**src/hdl/dsd_pkg.sv**
```systemverilog
// Shared constants and types for the driver supervisor and diagnostics block
package dsd_pkg;

	localparam int CLK_FREQ_HZ        = 100_000_000;
	localparam int NS_PER_CLK         = 10;
	// Millisecond tick derived from the clock rate
	localparam int MS_CYCLES          = CLK_FREQ_HZ / 1000;
	localparam int OPEN_TIMEOUT_MS    = 200;
	localparam int WD_STEP_MS         = 32;
	localparam int WD_MIN_WINDOW_MS   = 4;
	localparam int POR_HOLD_MS        = 10;
	localparam int WD_PULSE_MS        = 1;
	localparam int CLR_MIN_NS         = 100;
	localparam int CLR_MIN_CYCLES     = (CLR_MIN_NS + NS_PER_CLK - 1) / NS_PER_CLK;
	localparam int CLR_CNT_W          = 4;
	localparam int MS_CNT_W           = 10;
	localparam logic [4:0] AMP_RESET  = 5'h00;
	localparam logic [3:0] WDT_RESET  = 4'h0;
	localparam logic [5:0] OVC_RESET  = 6'h00;

	typedef enum logic [1:0] {
		DSD_RST_POR,
		DSD_RST_IDLE,
		DSD_RST_WDPULSE
	} dsd_rst_state_t;

endpackage

```
**src/hdl/dsd_supervisor.sv**
```systemverilog
// Supervisory, protection and watchdog logic of the stepper driver
`timescale 1ns/10ps
module dsd_supervisor #(
	parameter int MS_CYCLES   = dsd_pkg::MS_CYCLES,
	parameter int POR_HOLD_MS = dsd_pkg::POR_HOLD_MS,
	parameter int WD_MIN_MS   = dsd_pkg::WD_MIN_WINDOW_MS,
	parameter int AMP_W       = 5,
	parameter int ADC_W       = 10
) (
	// Clock, reset, enable
	input  wire logic             clock_in,
	input  wire logic             resetn_in,
	input  wire logic             ce_in,
	// Pins from outside the clock domain
	input  wire logic             hard_clear_input_in,
	input  wire logic             chip_select_n_in,
	// Control bits written over the serial port
	input  wire logic [AMP_W-1:0] peak_amplitude_setting_in,
	input  wire logic             load_angle_transparent_bit_in,
	input  wire logic             load_angle_gain_bit_in,
	input  wire logic             watchdog_enable_bit_in,
	input  wire logic             watchdog_enable_write_in,
	input  wire logic [3:0]       watchdog_timeout_select_in,
	input  wire logic             sleep_bit_in,
	input  wire logic             status_read_in,
	input  wire logic [1:0]       status_read_sel_in,
	// Analog monitors
	input  wire logic             temp_warn_in,
	input  wire logic             temp_shutdown_in,
	input  wire logic [5:0]       overcurrent_in,
	input  wire logic [1:0]       full_duty_in,
	input  wire logic             pump_low_in,
	input  wire logic             pwm_period_start_in,
	input  wire logic [1:0]       coil_zero_cross_in,
	input  wire logic             pwm_sample_hold_in,
	input  wire logic [ADC_W-1:0] coil_voltage_in,
	// Status flags
	output logic                  thermal_warning_flag_out,
	output logic                  thermal_shutdown_flag_out,
	output logic [2:0]            overcurrent_flags_x_out,
	output logic [2:0]            overcurrent_flags_y_out,
	output logic                  open_coil_flag_x_out,
	output logic                  open_coil_flag_y_out,
	output logic                  pump_fail_flag_out,
	output logic                  watchdog_boot_flag_out,
	// Pins and driver control
	output logic                  error_out_n_out,
	output logic                  reset_out_n_out,
	output logic                  reset_out_n_oe_out,
	output logic [1:0]            driver_enable_out,
	output logic [AMP_W-1:0]      applied_amplitude_out,
	output logic [ADC_W-1:0]      load_angle_output_out
);
	localparam int CLR_CYC  = dsd_pkg::CLR_MIN_CYCLES;
	localparam int WD_PULSE = dsd_pkg::WD_PULSE_MS;

	logic [1:0] pin_sync;
	wire        clr_pin = pin_sync[0];
	wire        cs_high = pin_sync[1];

	dsd_sync #(.WIDTH(2)) u_sync (
		.clock_in  (clock_in),
		.resetn_in (resetn_in),
		.ce_in     (ce_in),
		.async_in  ({chip_select_n_in, hard_clear_input_in}),
		.sync_out  (pin_sync)
	);

	// Hard clear qualified by minimum hold time, ignored in sleep
	logic [dsd_pkg::CLR_CNT_W-1:0] clr_cnt_reg;
	wire clr_long = clr_cnt_reg >= dsd_pkg::CLR_CNT_W'(CLR_CYC);
	wire hard_clr = clr_pin && clr_long && !sleep_bit_in;
	wire soft_rst = hard_clr;

	always_ff @(posedge clock_in) begin
		if (!resetn_in)
			clr_cnt_reg <= '0;
		else if (ce_in)
			clr_cnt_reg <= !clr_pin ? '0 : clr_long ? clr_cnt_reg : clr_cnt_reg + 1'b1;
	end

	// Millisecond tick; frozen in sleep so the watchdog holds its value
	logic [16:0] ms_div_reg;
	wire         ms_tick = (ms_div_reg == 17'(MS_CYCLES - 1));
	wire         run = ce_in && !sleep_bit_in;

	always_ff @(posedge clock_in) begin
		if (!resetn_in || soft_rst)
			ms_div_reg <= '0;
		else if (run)
			ms_div_reg <= ms_tick ? '0 : ms_div_reg + 17'h00001;
	end

	// Peak amplitude applied on PWM period boundary only
	always_ff @(posedge clock_in) begin
		if (!resetn_in || soft_rst)
			applied_amplitude_out <= dsd_pkg::AMP_RESET;
		else if (ce_in && pwm_period_start_in)
			applied_amplitude_out <= peak_amplitude_setting_in;
	end

	// Load angle sampling: hold at the end of any coil zero crossing
	logic [1:0]       zc_prev_reg;
	logic [ADC_W-1:0] held_reg;
	wire  [1:0]       zc_end = zc_prev_reg & ~coil_zero_cross_in;
	wire              take = (|zc_end) || ((|coil_zero_cross_in) && pwm_sample_hold_in);
	wire  [ADC_W-1:0] scaled = load_angle_gain_bit_in ? (coil_voltage_in >> 2)
	                                                  : (coil_voltage_in >> 1);
	wire  [ADC_W-1:0] sla_next = load_angle_transparent_bit_in ? scaled : held_reg;

	always_ff @(posedge clock_in) begin
		if (!resetn_in || soft_rst) begin
			zc_prev_reg           <= '0;
			held_reg              <= '0;
			load_angle_output_out <= '0;
		end else if (ce_in) begin
			zc_prev_reg <= coil_zero_cross_in;
			if (take)
				held_reg <= scaled;
			load_angle_output_out <= sla_next;
		end
	end

	// Open coil timers
	logic [1:0] open_exp;
	genvar gi;
	generate
		for (gi = 0; gi < 2; gi++) begin : g_open
			dsd_open_timer u_open (
				.clock_in     (clock_in),
				.resetn_in    (resetn_in),
				.ce_in        (run),
				.clear_in     (soft_rst),
				.ms_tick_in   (ms_tick),
				.full_duty_in (full_duty_in[gi]),
				.expired_out  (open_exp[gi])
			);
		end
	endgenerate

	// Status flags: hardware set wins over read clear
	wire upd = ce_in && cs_high;
	wire rd0 = status_read_in && status_read_sel_in == 2'h0;
	wire rd1 = status_read_in && status_read_sel_in == 2'h1;
	wire rd2 = status_read_in && status_read_sel_in == 2'h2;
	wire rd3 = status_read_in && status_read_sel_in == 2'h3;
	wire tsd_clear = rd2 && !temp_warn_in;
	logic tsd_read_reg;
	logic [5:0] ovc_next;
	assign ovc_next = overcurrent_in
		| ({overcurrent_flags_y_out, overcurrent_flags_x_out}
		   & ~({{3{rd2}}, {3{rd1}}}));

	always_ff @(posedge clock_in) begin
		if (!resetn_in || soft_rst) begin
			thermal_warning_flag_out  <= 1'b0;
			thermal_shutdown_flag_out <= 1'b0;
			tsd_read_reg              <= 1'b0;
			overcurrent_flags_x_out   <= dsd_pkg::OVC_RESET[2:0];
			overcurrent_flags_y_out   <= dsd_pkg::OVC_RESET[5:3];
			open_coil_flag_x_out      <= 1'b0;
			open_coil_flag_y_out      <= 1'b0;
			pump_fail_flag_out        <= 1'b1;
		end else if (upd) begin
			thermal_warning_flag_out <= temp_warn_in | (thermal_warning_flag_out & ~rd0);
			if (temp_shutdown_in)
				thermal_shutdown_flag_out <= 1'b1;
			else if ((tsd_clear || tsd_read_reg) && !temp_warn_in)
				thermal_shutdown_flag_out <= 1'b0;
			tsd_read_reg <= !temp_shutdown_in && (tsd_read_reg || rd2) && temp_warn_in;
			overcurrent_flags_x_out <= ovc_next[2:0];
			overcurrent_flags_y_out <= ovc_next[5:3];
			open_coil_flag_x_out <= open_exp[0] | (open_coil_flag_x_out & ~rd3);
			open_coil_flag_y_out <= open_exp[1] | (open_coil_flag_y_out & ~rd3);
			pump_fail_flag_out   <= pump_low_in | (pump_fail_flag_out & ~rd3);
		end
	end

	wire any_err = thermal_warning_flag_out | thermal_shutdown_flag_out
		| (|overcurrent_flags_x_out) | (|overcurrent_flags_y_out)
		| open_coil_flag_x_out | open_coil_flag_y_out | pump_fail_flag_out;

	always_ff @(posedge clock_in) begin
		if (!resetn_in)
			error_out_n_out <= 1'b1;
		else if (upd)
			error_out_n_out <= !any_err;
	end

	// Drivers: float on shutdown, overcurrent, sleep; a set open coil flag disables its coil only,
	// and the flag stays latched until a status read with select 3, so the coil stays
	// disabled after full duty ends until that read
	wire any_ovc = (|overcurrent_flags_x_out) | (|overcurrent_flags_y_out);
	wire drv_all = !thermal_shutdown_flag_out && !any_ovc && !sleep_bit_in;
	always_ff @(posedge clock_in) begin
		if (!resetn_in)
			driver_enable_out <= 2'h0;
		else if (ce_in)
			driver_enable_out <= {2{drv_all}} & ~{open_coil_flag_y_out, open_coil_flag_x_out};
	end

	// Watchdog and reset output
	dsd_pkg::dsd_rst_state_t st_reg;
	logic [9:0] wd_ms_reg;
	logic [9:0] hold_ms_reg;
	logic       wd_armed_reg;
	wire  [9:0] wd_limit = 10'(dsd_pkg::WD_STEP_MS) * ({6'h00, watchdog_timeout_select_in} + 10'h001);
	wire        wd_kick  = watchdog_enable_write_in && watchdog_enable_bit_in;
	wire        wd_early = wd_armed_reg && wd_kick && (wd_ms_reg < 10'(WD_MIN_MS));
	wire        wd_late  = wd_armed_reg && (wd_ms_reg >= wd_limit);
	wire        wd_fire  = st_reg == dsd_pkg::DSD_RST_IDLE && (wd_early || wd_late);

	always_ff @(posedge clock_in) begin
		if (!resetn_in) begin
			st_reg                 <= dsd_pkg::DSD_RST_POR;
			hold_ms_reg            <= '0;
			reset_out_n_out        <= 1'b0;
			reset_out_n_oe_out     <= 1'b1;
			watchdog_boot_flag_out <= 1'b0;
		end else if (ce_in) begin
			unique case (st_reg)
				dsd_pkg::DSD_RST_POR: begin
					if (ms_tick)
						hold_ms_reg <= hold_ms_reg + 10'h001;
					if (hold_ms_reg >= 10'(POR_HOLD_MS)) begin
						st_reg             <= dsd_pkg::DSD_RST_IDLE;
						reset_out_n_out    <= 1'b1;
						reset_out_n_oe_out <= 1'b0;
					end
				end
				dsd_pkg::DSD_RST_IDLE: begin
					hold_ms_reg <= '0;
					if (wd_fire && !soft_rst) begin
						st_reg                 <= dsd_pkg::DSD_RST_WDPULSE;
						reset_out_n_out        <= 1'b0;
						reset_out_n_oe_out     <= 1'b1;
						watchdog_boot_flag_out <= 1'b1;
					end
				end
				dsd_pkg::DSD_RST_WDPULSE: begin
					if (ms_tick)
						hold_ms_reg <= hold_ms_reg + 10'h001;
					if (hold_ms_reg >= 10'(WD_PULSE)) begin
						st_reg             <= dsd_pkg::DSD_RST_IDLE;
						reset_out_n_out    <= 1'b1;
						reset_out_n_oe_out <= 1'b0;
					end
				end
				// Unused state code: back to idle without driving the reset pin
				default: st_reg <= dsd_pkg::DSD_RST_IDLE;
			endcase
			if (soft_rst)
				watchdog_boot_flag_out <= 1'b0;
		end
	end

	// Counter freezes in sleep, cleared by hard clear or a kick
	always_ff @(posedge clock_in) begin
		if (!resetn_in || soft_rst) begin
			wd_ms_reg    <= '0;
			wd_armed_reg <= 1'b0;
		end else if (ce_in) begin
			if (wd_kick || wd_fire || st_reg != dsd_pkg::DSD_RST_IDLE)
				wd_ms_reg <= '0;
			else if (run && ms_tick && wd_armed_reg && wd_ms_reg != 10'h3FF)
				wd_ms_reg <= wd_ms_reg + 10'h001;
			if (wd_fire)
				wd_armed_reg <= 1'b0;
			else if (wd_kick)
				wd_armed_reg <= 1'b1;
		end
	end

	a_err_follows: assert property (@(posedge clock_in) disable iff (!resetn_in)
		(ce_in && cs_high && any_err) |=> !error_out_n_out)
		else $error("error output not low with flag set");
	a_amp_hold: assert property (@(posedge clock_in) disable iff (!resetn_in)
		(ce_in && !pwm_period_start_in && !soft_rst) |=> $stable(applied_amplitude_out))
		else $error("amplitude changed outside PWM period start");
	a_tsd_float: assert property (@(posedge clock_in) disable iff (!resetn_in)
		(ce_in && thermal_shutdown_flag_out) |=> driver_enable_out == 2'h0)
		else $error("drivers enabled during shutdown");
	a_sleep_float: assert property (@(posedge clock_in) disable iff (!resetn_in)
		(ce_in && sleep_bit_in) |=> driver_enable_out == 2'h0)
		else $error("drivers enabled in sleep");
	a_sleep_freeze: assert property (@(posedge clock_in) disable iff (!resetn_in)
		(ce_in && sleep_bit_in && !soft_rst && !wd_kick && st_reg == dsd_pkg::DSD_RST_IDLE
		 && !wd_fire) |=> $stable(wd_ms_reg))
		else $error("watchdog counted in sleep");
	a_wd_pulse: assert property (@(posedge clock_in) disable iff (!resetn_in)
		(ce_in && wd_fire && !soft_rst) |=> !reset_out_n_out && watchdog_boot_flag_out)
		else $error("watchdog fault without reset pulse");
	a_clr_no_rst: assert property (@(posedge clock_in) disable iff (!resetn_in)
		(soft_rst && reset_out_n_out) |=> reset_out_n_out)
		else $error("hard clear asserted reset output");
	a_cs_freeze: assert property (@(posedge clock_in) disable iff (!resetn_in)
		(!cs_high && !soft_rst) |=> $stable(pump_fail_flag_out) && $stable(thermal_warning_flag_out))
		else $error("flags changed with chip select low");
	a_sla_transp: assert property (@(posedge clock_in) disable iff (!resetn_in)
		(ce_in && load_angle_transparent_bit_in && !soft_rst) |=> load_angle_output_out == $past(scaled))
		else $error("transparent load angle mismatch");
	a_ovc_float: assert property (@(posedge clock_in) disable iff (!resetn_in)
		(ce_in && any_ovc) |=> driver_enable_out == 2'h0)
		else $error("drivers enabled with overcurrent latched");
	a_clr_boot: assert property (@(posedge clock_in) disable iff (!resetn_in)
		(ce_in && soft_rst) |=> !watchdog_boot_flag_out)
		else $error("boot flag kept through hard clear");
	a_clr_wdog: assert property (@(posedge clock_in) disable iff (!resetn_in)
		soft_rst |=> wd_ms_reg == 10'h000 && !wd_armed_reg)
		else $error("watchdog kept running through hard clear");

	c_wd_fire: cover property (@(posedge clock_in) disable iff (!resetn_in) wd_fire);
	c_open_x: cover property (@(posedge clock_in) disable iff (!resetn_in) $rose(open_coil_flag_x_out));
	c_hard_clr: cover property (@(posedge clock_in) disable iff (!resetn_in) soft_rst);
	c_tsd: cover property (@(posedge clock_in) disable iff (!resetn_in) $fell(thermal_shutdown_flag_out));
	c_sleep_armed: cover property (@(posedge clock_in) disable iff (!resetn_in) sleep_bit_in && wd_armed_reg);
endmodule // dsd_supervisor

```
**src/hdl/dsd_sync.sv**
```systemverilog
// Three-stage synchroniser with agreement filter for pin inputs
`timescale 1ns/10ps
module dsd_sync #(
	parameter int WIDTH = 1
) (
	// Clock and control
	input  wire logic             clock_in,
	input  wire logic             resetn_in,
	input  wire logic             ce_in,
	// Data
	input  wire logic [WIDTH-1:0] async_in,
	output logic      [WIDTH-1:0] sync_out
);
	logic [WIDTH-1:0] s1_reg;
	logic [WIDTH-1:0] s2_reg;
	logic [WIDTH-1:0] s3_reg;
	// Value only moves once the two settled stages agree
	wire  [WIDTH-1:0] agree = ~(s2_reg ^ s3_reg);
	wire  [WIDTH-1:0] sync_next = (agree & s2_reg) | (~agree & sync_out);

	always_ff @(posedge clock_in) begin
		if (!resetn_in) begin
			s1_reg   <= '0;
			s2_reg   <= '0;
			s3_reg   <= '0;
			sync_out <= '0;
		end else if (ce_in) begin
			s1_reg   <= async_in;
			s2_reg   <= s1_reg;
			s3_reg   <= s2_reg;
			sync_out <= sync_next;
		end
	end
endmodule // dsd_sync

```
**src/hdl/dsd_open_timer.sv**
```systemverilog
// Per-coil full duty timer that flags a coil stuck at 100 percent duty
`timescale 1ns/10ps
module dsd_open_timer #(
	parameter int TIMEOUT_MS = dsd_pkg::OPEN_TIMEOUT_MS
) (
	// Clock and control
	input  wire logic clock_in,
	input  wire logic resetn_in,
	input  wire logic ce_in,
	input  wire logic clear_in,
	input  wire logic ms_tick_in,
	// Coil status
	input  wire logic full_duty_in,
	output logic      expired_out
);
	logic [8:0] ms_cnt_reg;
	wire        over = ms_cnt_reg > 9'(TIMEOUT_MS);

	always_ff @(posedge clock_in) begin
		if (!resetn_in) begin
			ms_cnt_reg  <= '0;
			expired_out <= 1'b0;
		end else if (ce_in) begin
			if (clear_in || !full_duty_in)
				ms_cnt_reg <= '0;
			else if (ms_tick_in && !over)
				ms_cnt_reg <= ms_cnt_reg + 9'h001;
			expired_out <= over && full_duty_in && !clear_in;
		end
	end
endmodule // dsd_open_timer

```
**config.mk**
```make
export PLATFORM = sky130hd
export DESIGN_NAME = dsd_supervisor
export DESIGN_NICKNAME = d
export VERILOG_FILES = /design/src/hdl/dsd_pkg.sv /design/src/hdl/dsd_supervisor.sv /design/src/hdl/dsd_sync.sv /design/src/hdl/dsd_open_timer.sv
export SDC_FILE = /design/constraint.sdc
export NUM_CORES = 1
export LEC_CHECK = 0
export ABC_CLOCK_PERIOD_IN_PS = 2410
export BUFFER_PORTS_ARGS = -buffer_cell sky130_fd_sc_hd__buf_2
export CAP_MARGIN = 10
export CORE_UTILIZATION = 35
export CTS_CLUSTER_SIZE = 30
export DETAILED_ROUTE_END_ITERATION = 10
export SETUP_SLACK_MARGIN = 0.1
export SYNTH_ARGS = -nofsm -noshare
export SYNTH_HDL_FRONTEND = slang
export SYNTH_HIERARCHICAL = 1
export SYNTH_SLANG_ARGS = --single-unit
```
**constraint.sdc**
```tcl
create_clock -name clock_in -period 2.41 [get_ports clock_in]
set_clock_uncertainty 0.2 [all_clocks]
set_input_delay 0.3615 -clock clock_in [delete_from_list [all_inputs] [get_ports clock_in]]
set_output_delay 0.3615 -clock clock_in [all_outputs]
set_load 0.01 [all_outputs]
```
# [After elaboration in Yosys (flattened, before gate mapping)]
# Cells that the tools add are included.
[classes] n_addsub=7 n_lt_le_gt_ge=7 n_eq_ne=13 n_mux=31 n_bitwise=30 reduce_logical=79
[ops] operator="9-bit two-way mux" n=5
[ops] operator="10-bit two-way mux" n=4
[ops] operator="1-bit logical AND" n=31
[ops] operator="10-bit by 1-bit adder with 10-bit output, second input constant" n=2
[ops] operator="10-bit case mux with 2 select lines" n=1
[ops] operator="9-bit by 1-bit adder with 9-bit output, second input constant" n=2
[ops] operator="9-bit by 8-bit greater-than comparator with 1-bit output, second input constant" n=2
[ops] operator="17-bit by 1-bit adder with 17-bit output, second input constant" n=1
[ops] operator="17-bit == test, second input constant" n=1
[ops] operator="17-bit two-way mux" n=1
[ops] operator="2-bit nonzero test" n=8
[ops] operator="2-bit AND reduction" n=7
[ops] operator="1-bit logical NOT" n=12
[ops] operator="1-bit two-way mux" n=12
[ops] operator="1-bit OR" n=11
[ops] operator="10-bit by 1-bit greater-or-equal comparator with 1-bit output, second input constant" n=1
[ops] operator="10-bit greater-or-equal comparator" n=1
[ops] operator="10-bit by 4-bit greater-or-equal comparator with 1-bit output, second input constant" n=1
[ops] operator="10-bit by 3-bit < comparator with 1-bit output, second input constant" n=1
[ops] operator="10-bit inequality test, second input constant" n=1
[ops] operator="1-bit logical OR" n=9
[ops] operator="2-bit bitwise AND" n=4
[ops] operator="4-bit two-way mux" n=2
[ops] operator="2-bit NOT" n=4
[ops] operator="other kinds (24)" n=43
[totals] reg_bits=117 inputBits=47

# [Depth between registers and ports, before layout]
[depth] word_depth=9 ltp_mapped=10

# [Hierarchy]
# Netlist, hierarchy kept.
[modules_own_cells] mod="dsd_supervisor" instances=1 cells_each=508 area_per_inst_um2=4284.1 seq_area_each_um2=1741.7
[modules_own_cells] mod="dsd_open_timer" instances=2 cells_each=71 area_per_inst_um2=591.8 seq_area_each_um2=200.2
[modules_own_cells] mod="dsd_sync" instances=1 cells_each=32 area_per_inst_um2=342.8 seq_area_each_um2=160.2

# [Least setup slack after synthesis]
# Ideal clock, no wire load.
[synth_timing] path_type="input to register" startpoint="in watchdog_timeout_select_in[0]" endpoint="reg wd_ms_reg[9]" setup_ns=0.086 arrival_time_ns=2.167 slack_ns=-0.043 path_stages=9 path_cell_list="ha_1 > inv_1 > ha_1 > nor2b_1 > o311a_1 > a211oi_1 > a21oi_1 > clkbuf_1 > a211oi_1"
[synth_between] elab_chain_cells=9
[synth_rtl] element="from (decl)" line="dsd_supervisor.sv:23" source="input wire logic [3:0] watchdog_timeout_select_in,"
[synth_rtl] element="4-bit by 1-bit adder with 5-bit output (*)" line="dsd_supervisor.sv:207" source="wire [9:0] wd_limit = 10'(dsd_pkg::WD_STEP_MS) * ({6'h00, watchdog_timeout_select_in} + 10'h001);"
[synth_rtl] element="10-bit greater-or-equal comparator (*)" line="dsd_supervisor.sv:210" source="wire wd_late = wd_armed_reg && (wd_ms_reg >= wd_limit);"
[synth_rtl] element="1-bit logical AND (*)" line="dsd_supervisor.sv:210"
[synth_rtl] element="1-bit logical OR (*)" line="dsd_supervisor.sv:211" source="wire wd_fire = st_reg == dsd_pkg::DSD_RST_IDLE && (wd_early || wd_late);"
[synth_rtl] element="1-bit logical AND (*)" line="dsd_supervisor.sv:211"
[synth_rtl] element="1-bit logical OR (*) (2 in a row)" line="dsd_supervisor.sv:263" source="if (wd_kick || wd_fire || st_reg != dsd_pkg::DSD_RST_IDLE)"
[synth_rtl] element="2-bit nonzero test (no line)"
[synth_rtl] element="2-bit AND reduction (no line)"
[synth_rtl] element="to (signal assigned)" line="dsd_supervisor.sv:266" source="wd_ms_reg <= wd_ms_reg + 10'h001;"
[synth_rtl] element="to (decl)" line="dsd_supervisor.sv:204" source="logic [9:0] wd_ms_reg;"
# Every way passes the cells marked *; elsewhere a longest branch is shown, timed or not.
# A chain may end at the register's enable or synchronous reset.

# [Final worst setup path]
[layout_timing] startpoint="reg ms_div_reg[0]" endpoint="reg g_open[0].u_open.ms_cnt_reg[4]"
[layout_between] elab_chain_cells=4
[layout_rtl] element="from (decl)" line="dsd_supervisor.sv:83" source="logic [16:0] ms_div_reg;"
[layout_rtl] element="from (signal assigned)" line="dsd_supervisor.sv:91" source="ms_div_reg <= ms_tick ? '0 : ms_div_reg + 17'h00001;"
[layout_rtl] element="17-bit == test" line="dsd_supervisor.sv:84" source="wire ms_tick = (ms_div_reg == 17'(MS_CYCLES - 1));"
[layout_rtl] element="via ms_tick" line="dsd_supervisor.sv:84"
[layout_rtl] element="1-bit logical AND" line="dsd_open_timer.sv:26" source="else if (ms_tick_in && !over)"
[layout_rtl] element="2-bit nonzero test (no line)"
[layout_rtl] element="2-bit AND reduction (no line)"
[layout_rtl] element="to (signal assigned)" line="dsd_open_timer.sv:27" source="ms_cnt_reg <= ms_cnt_reg + 9'h001;"
[layout_rtl] element="to (decl)" line="dsd_open_timer.sv:16" source="logic [8:0] ms_cnt_reg;"
# The timed path passes the listed nets, and every way through them passes these cells.

==> flow_summary.ini <==
[sta]
fin_crit_ns = 2.24
hold_viol = 0
fmax_ghz = 0.446
relSlewSlack = 0.658
slew_viol_final = 0
min_period_over_period = 0.931
tns_ns = 0
rsz0062_at_grt = true
tightest_slew_ns = 0.508
final-setup-viol-count = 0

[logic_synthesis]
yosys-top-cells-area = dfxtp_1 (40%), nor2_1 (5.1%), ha_1 (4.1%)
ys_seq_area_frac = 0.396
syn-num-nets = 748
synth_top_cell_by_area = dfxtp_1
netlist_area_sq_um = 5810
synth.distinct_cells = 62
yosysMostFrequentCell = dfxtp_1
synthArstFlopShare = 0
synth.avg_cell_area_sq_um = 8.52
synth_top_area_frac = 0.396
ys_ff_latch = 115
syn_inst = 682
synth_edf_count = 0
synth_common_cells = dfxtp_1 (115), nor2_1 (79), nand2_1 (48)
synth_ff_type = dfxtp_1
yosys_warnings = 6

[clock_tree]
clockBufferDepth = 2
ctsHtreeMaxLevel = 4
clkTransAtPathRegs_ns = 0.05
cts_root_buffer = clkbuf_16
numCtsBuffers = 17
cts.sinks = 115
worstSkewPairLatency_ns = 0.42
cts_tree = yes

[layout]
largest_register_ffs = 18
area_delta_synth_final_pct = 28.2
regArea_sq_um = 2310
drive_gt1_frac = 0.211
fillers = 1521
multiInputGateArea_sq_um = 3300
n_antenna_cell = 0
nets = 860
fin_util = 0.464

[power]
p_clk_frac = 0.546
switching_power_mw = 1.07
sw_frac_of_total = 0.211
p_per_area_nw_per_um2 = 680
leakagePower_nw = 2.92
pwr-share-comb = 0.066
p_seq_frac = 0.388
intPower_mw = 4.00
finalPower_mw = 5.07
ir_drop_mv = 0.441

[setup_path]
worstPathMaxFanout = 6
critPathKind = register to register
rrSetupSlack_ns = 0.17
critPathCaptureType = register
required_ns = 2.51
crit_arrival_ns = 2.34
critPathLaunchType = register

[grt]
grt-ovfl-total = 0
grt_pass1_vias = 4793
antenna_found_initial = 0
grt_usage = 0.167
grt_start_max_net_pins = 27
grt_pass1_wl_mm = 22.5

[job]
maxCapViolations = 0

[die]
row_count = 46
core-area_sq_um = 16100
die_w_um = 131
die_area_sq_um = 17100
die_h_um = 131
ios = 79
start_util = 0.362

[route]
vias = 5224
antenna_left = 0
drc = 0
drt_wl_total_mm = 13.6
vias_per_cell = 5.11
first_iter_violations = 223
dr.pass1.iters = 5
wire_per_inst_um = 13.3

[outcome]
outcome = finished clean

[min_path]
hold_class = input pin to register

[placement]
gp_congestion = 0.824
port_buffers = 76
dp_hpwl_mm = 9.45
through the flow:
| stage | hold WS (ns) | cell area [sq um] | cells | setup slack, ns |
|---|---|---|---|---|
| finish | 0.0111 | 7450 | 1023 | 0.166 |
| detailed placement | 0.246 | 6580 | 975 | -0.143 |
| global route | 0.0170 | 7450 | 1023 | 0.0895 |
| floorplan | 0.240 | 5820 | 682 | 0.0883 |
| global placement | 0.242 | 6580 | 975 | -0.0876 |
| CTS | 0.0000715 | 7380 | 1021 | 0.101 |
kinds of logic after synthesis:
family                     share of synthesized area
AOI/OAI and AO/OA                              0.176
other                                       0.000645
DFF                                            0.396
adders and majority gates                     0.0409
xor gates and xnor gates                      0.0407
muxes                                         0.0381
buffers and inverters                         0.0454
and+or+nand+nor                                0.262
layout by cell type (no fill, tap or decap), types with 13 or more instances in the layout:
cell type / Yosys / routed
mux2i_1: 21 / 21
xnor2_1: 18 / 18
nor3_1: 20 / 20
or3_1: 14 / 14
nor2_1: 79 / 79
ha_1: 19 / 18
nand4_1: 17 / 17
dlygate4sd3_1: 0 / 14
nand2_1: 48 / 48
a211oi_1: 20 / 19
nand3_1: 34 / 34
dfxtp_1: 115 / 111
a21oi_1: 39 / 39
inv_1: 24 / 24
o21ai_0: 17 / 17
nor2b_1: 14 / 13
clkbuf_16: 0 / 17
buf_4: 1 / 38
buf_2: 0 / 76
timing repair:
item / 4_1_cts / 5_1_grt
hold buffers: 14 / 0
pin swaps: 2 / 4
endpoints found under the setup margin: 14 / 19
resized for setup: 2 / 12
hold endpoints to repair: 14 / 0
setup buffers: 0 / 2
power by group through the flow:
stage	sequential, mW	clock [mW]	combinational (mW)
after global routing	1.97	2.91	0.374
after global placement	2.00	0	0.312
after floorplan	2.01	0	0.183
final	1.96	2.77	0.333
after CTS	1.96	2.83	0.334
after detailed placement	2.00	0	0.315
area by class of cell:
type                    instances  area share
clock buffers                  22      0.0637
clock inverters                10      0.0239
flip-flops and latches        115       0.310
repair buffers                129       0.110
inverters                      25      0.0126
well taps                     216      0.0363
multi-input cells             506       0.444
layer usage:
layer / part of all wire / up-vias / GRT usage
met5: 0 / - / 0
met4: 0.0084 / 0 / 0.0548
met3: 0.052 / 8 / 0.0513
met2: 0.44 / 125 / 0.263
met1: 0.50 / 2383 / 0.216
li1: - / 2708 / -
critical path, cell delays in order (launching register included):
cell      delay [ns]
dfxtp_4         0.37
ha_4            0.15
nand3_1         0.09
nor4_2          0.29
buf_4           0.17
nand2b_1        0.11
a31o_4          0.26
o211a_1         0.22
o31a_1          0.27
path summary, 6_finish.rpt:
check,to,startpoint,cells after the start
min reg2reg,applied_amplitude_out[1],applied_amplitude_out[1],2
max reg2reg,g_open[0].u_open/ms_cnt_reg[4],ms_div_reg[0],8
max,g_open[0].u_open/ms_cnt_reg[4],ms_div_reg[0],8
min,zc_prev_reg[0],coil_zero_cross_in[0],3
Note: power is estimated with default switching activity, not from simulation.
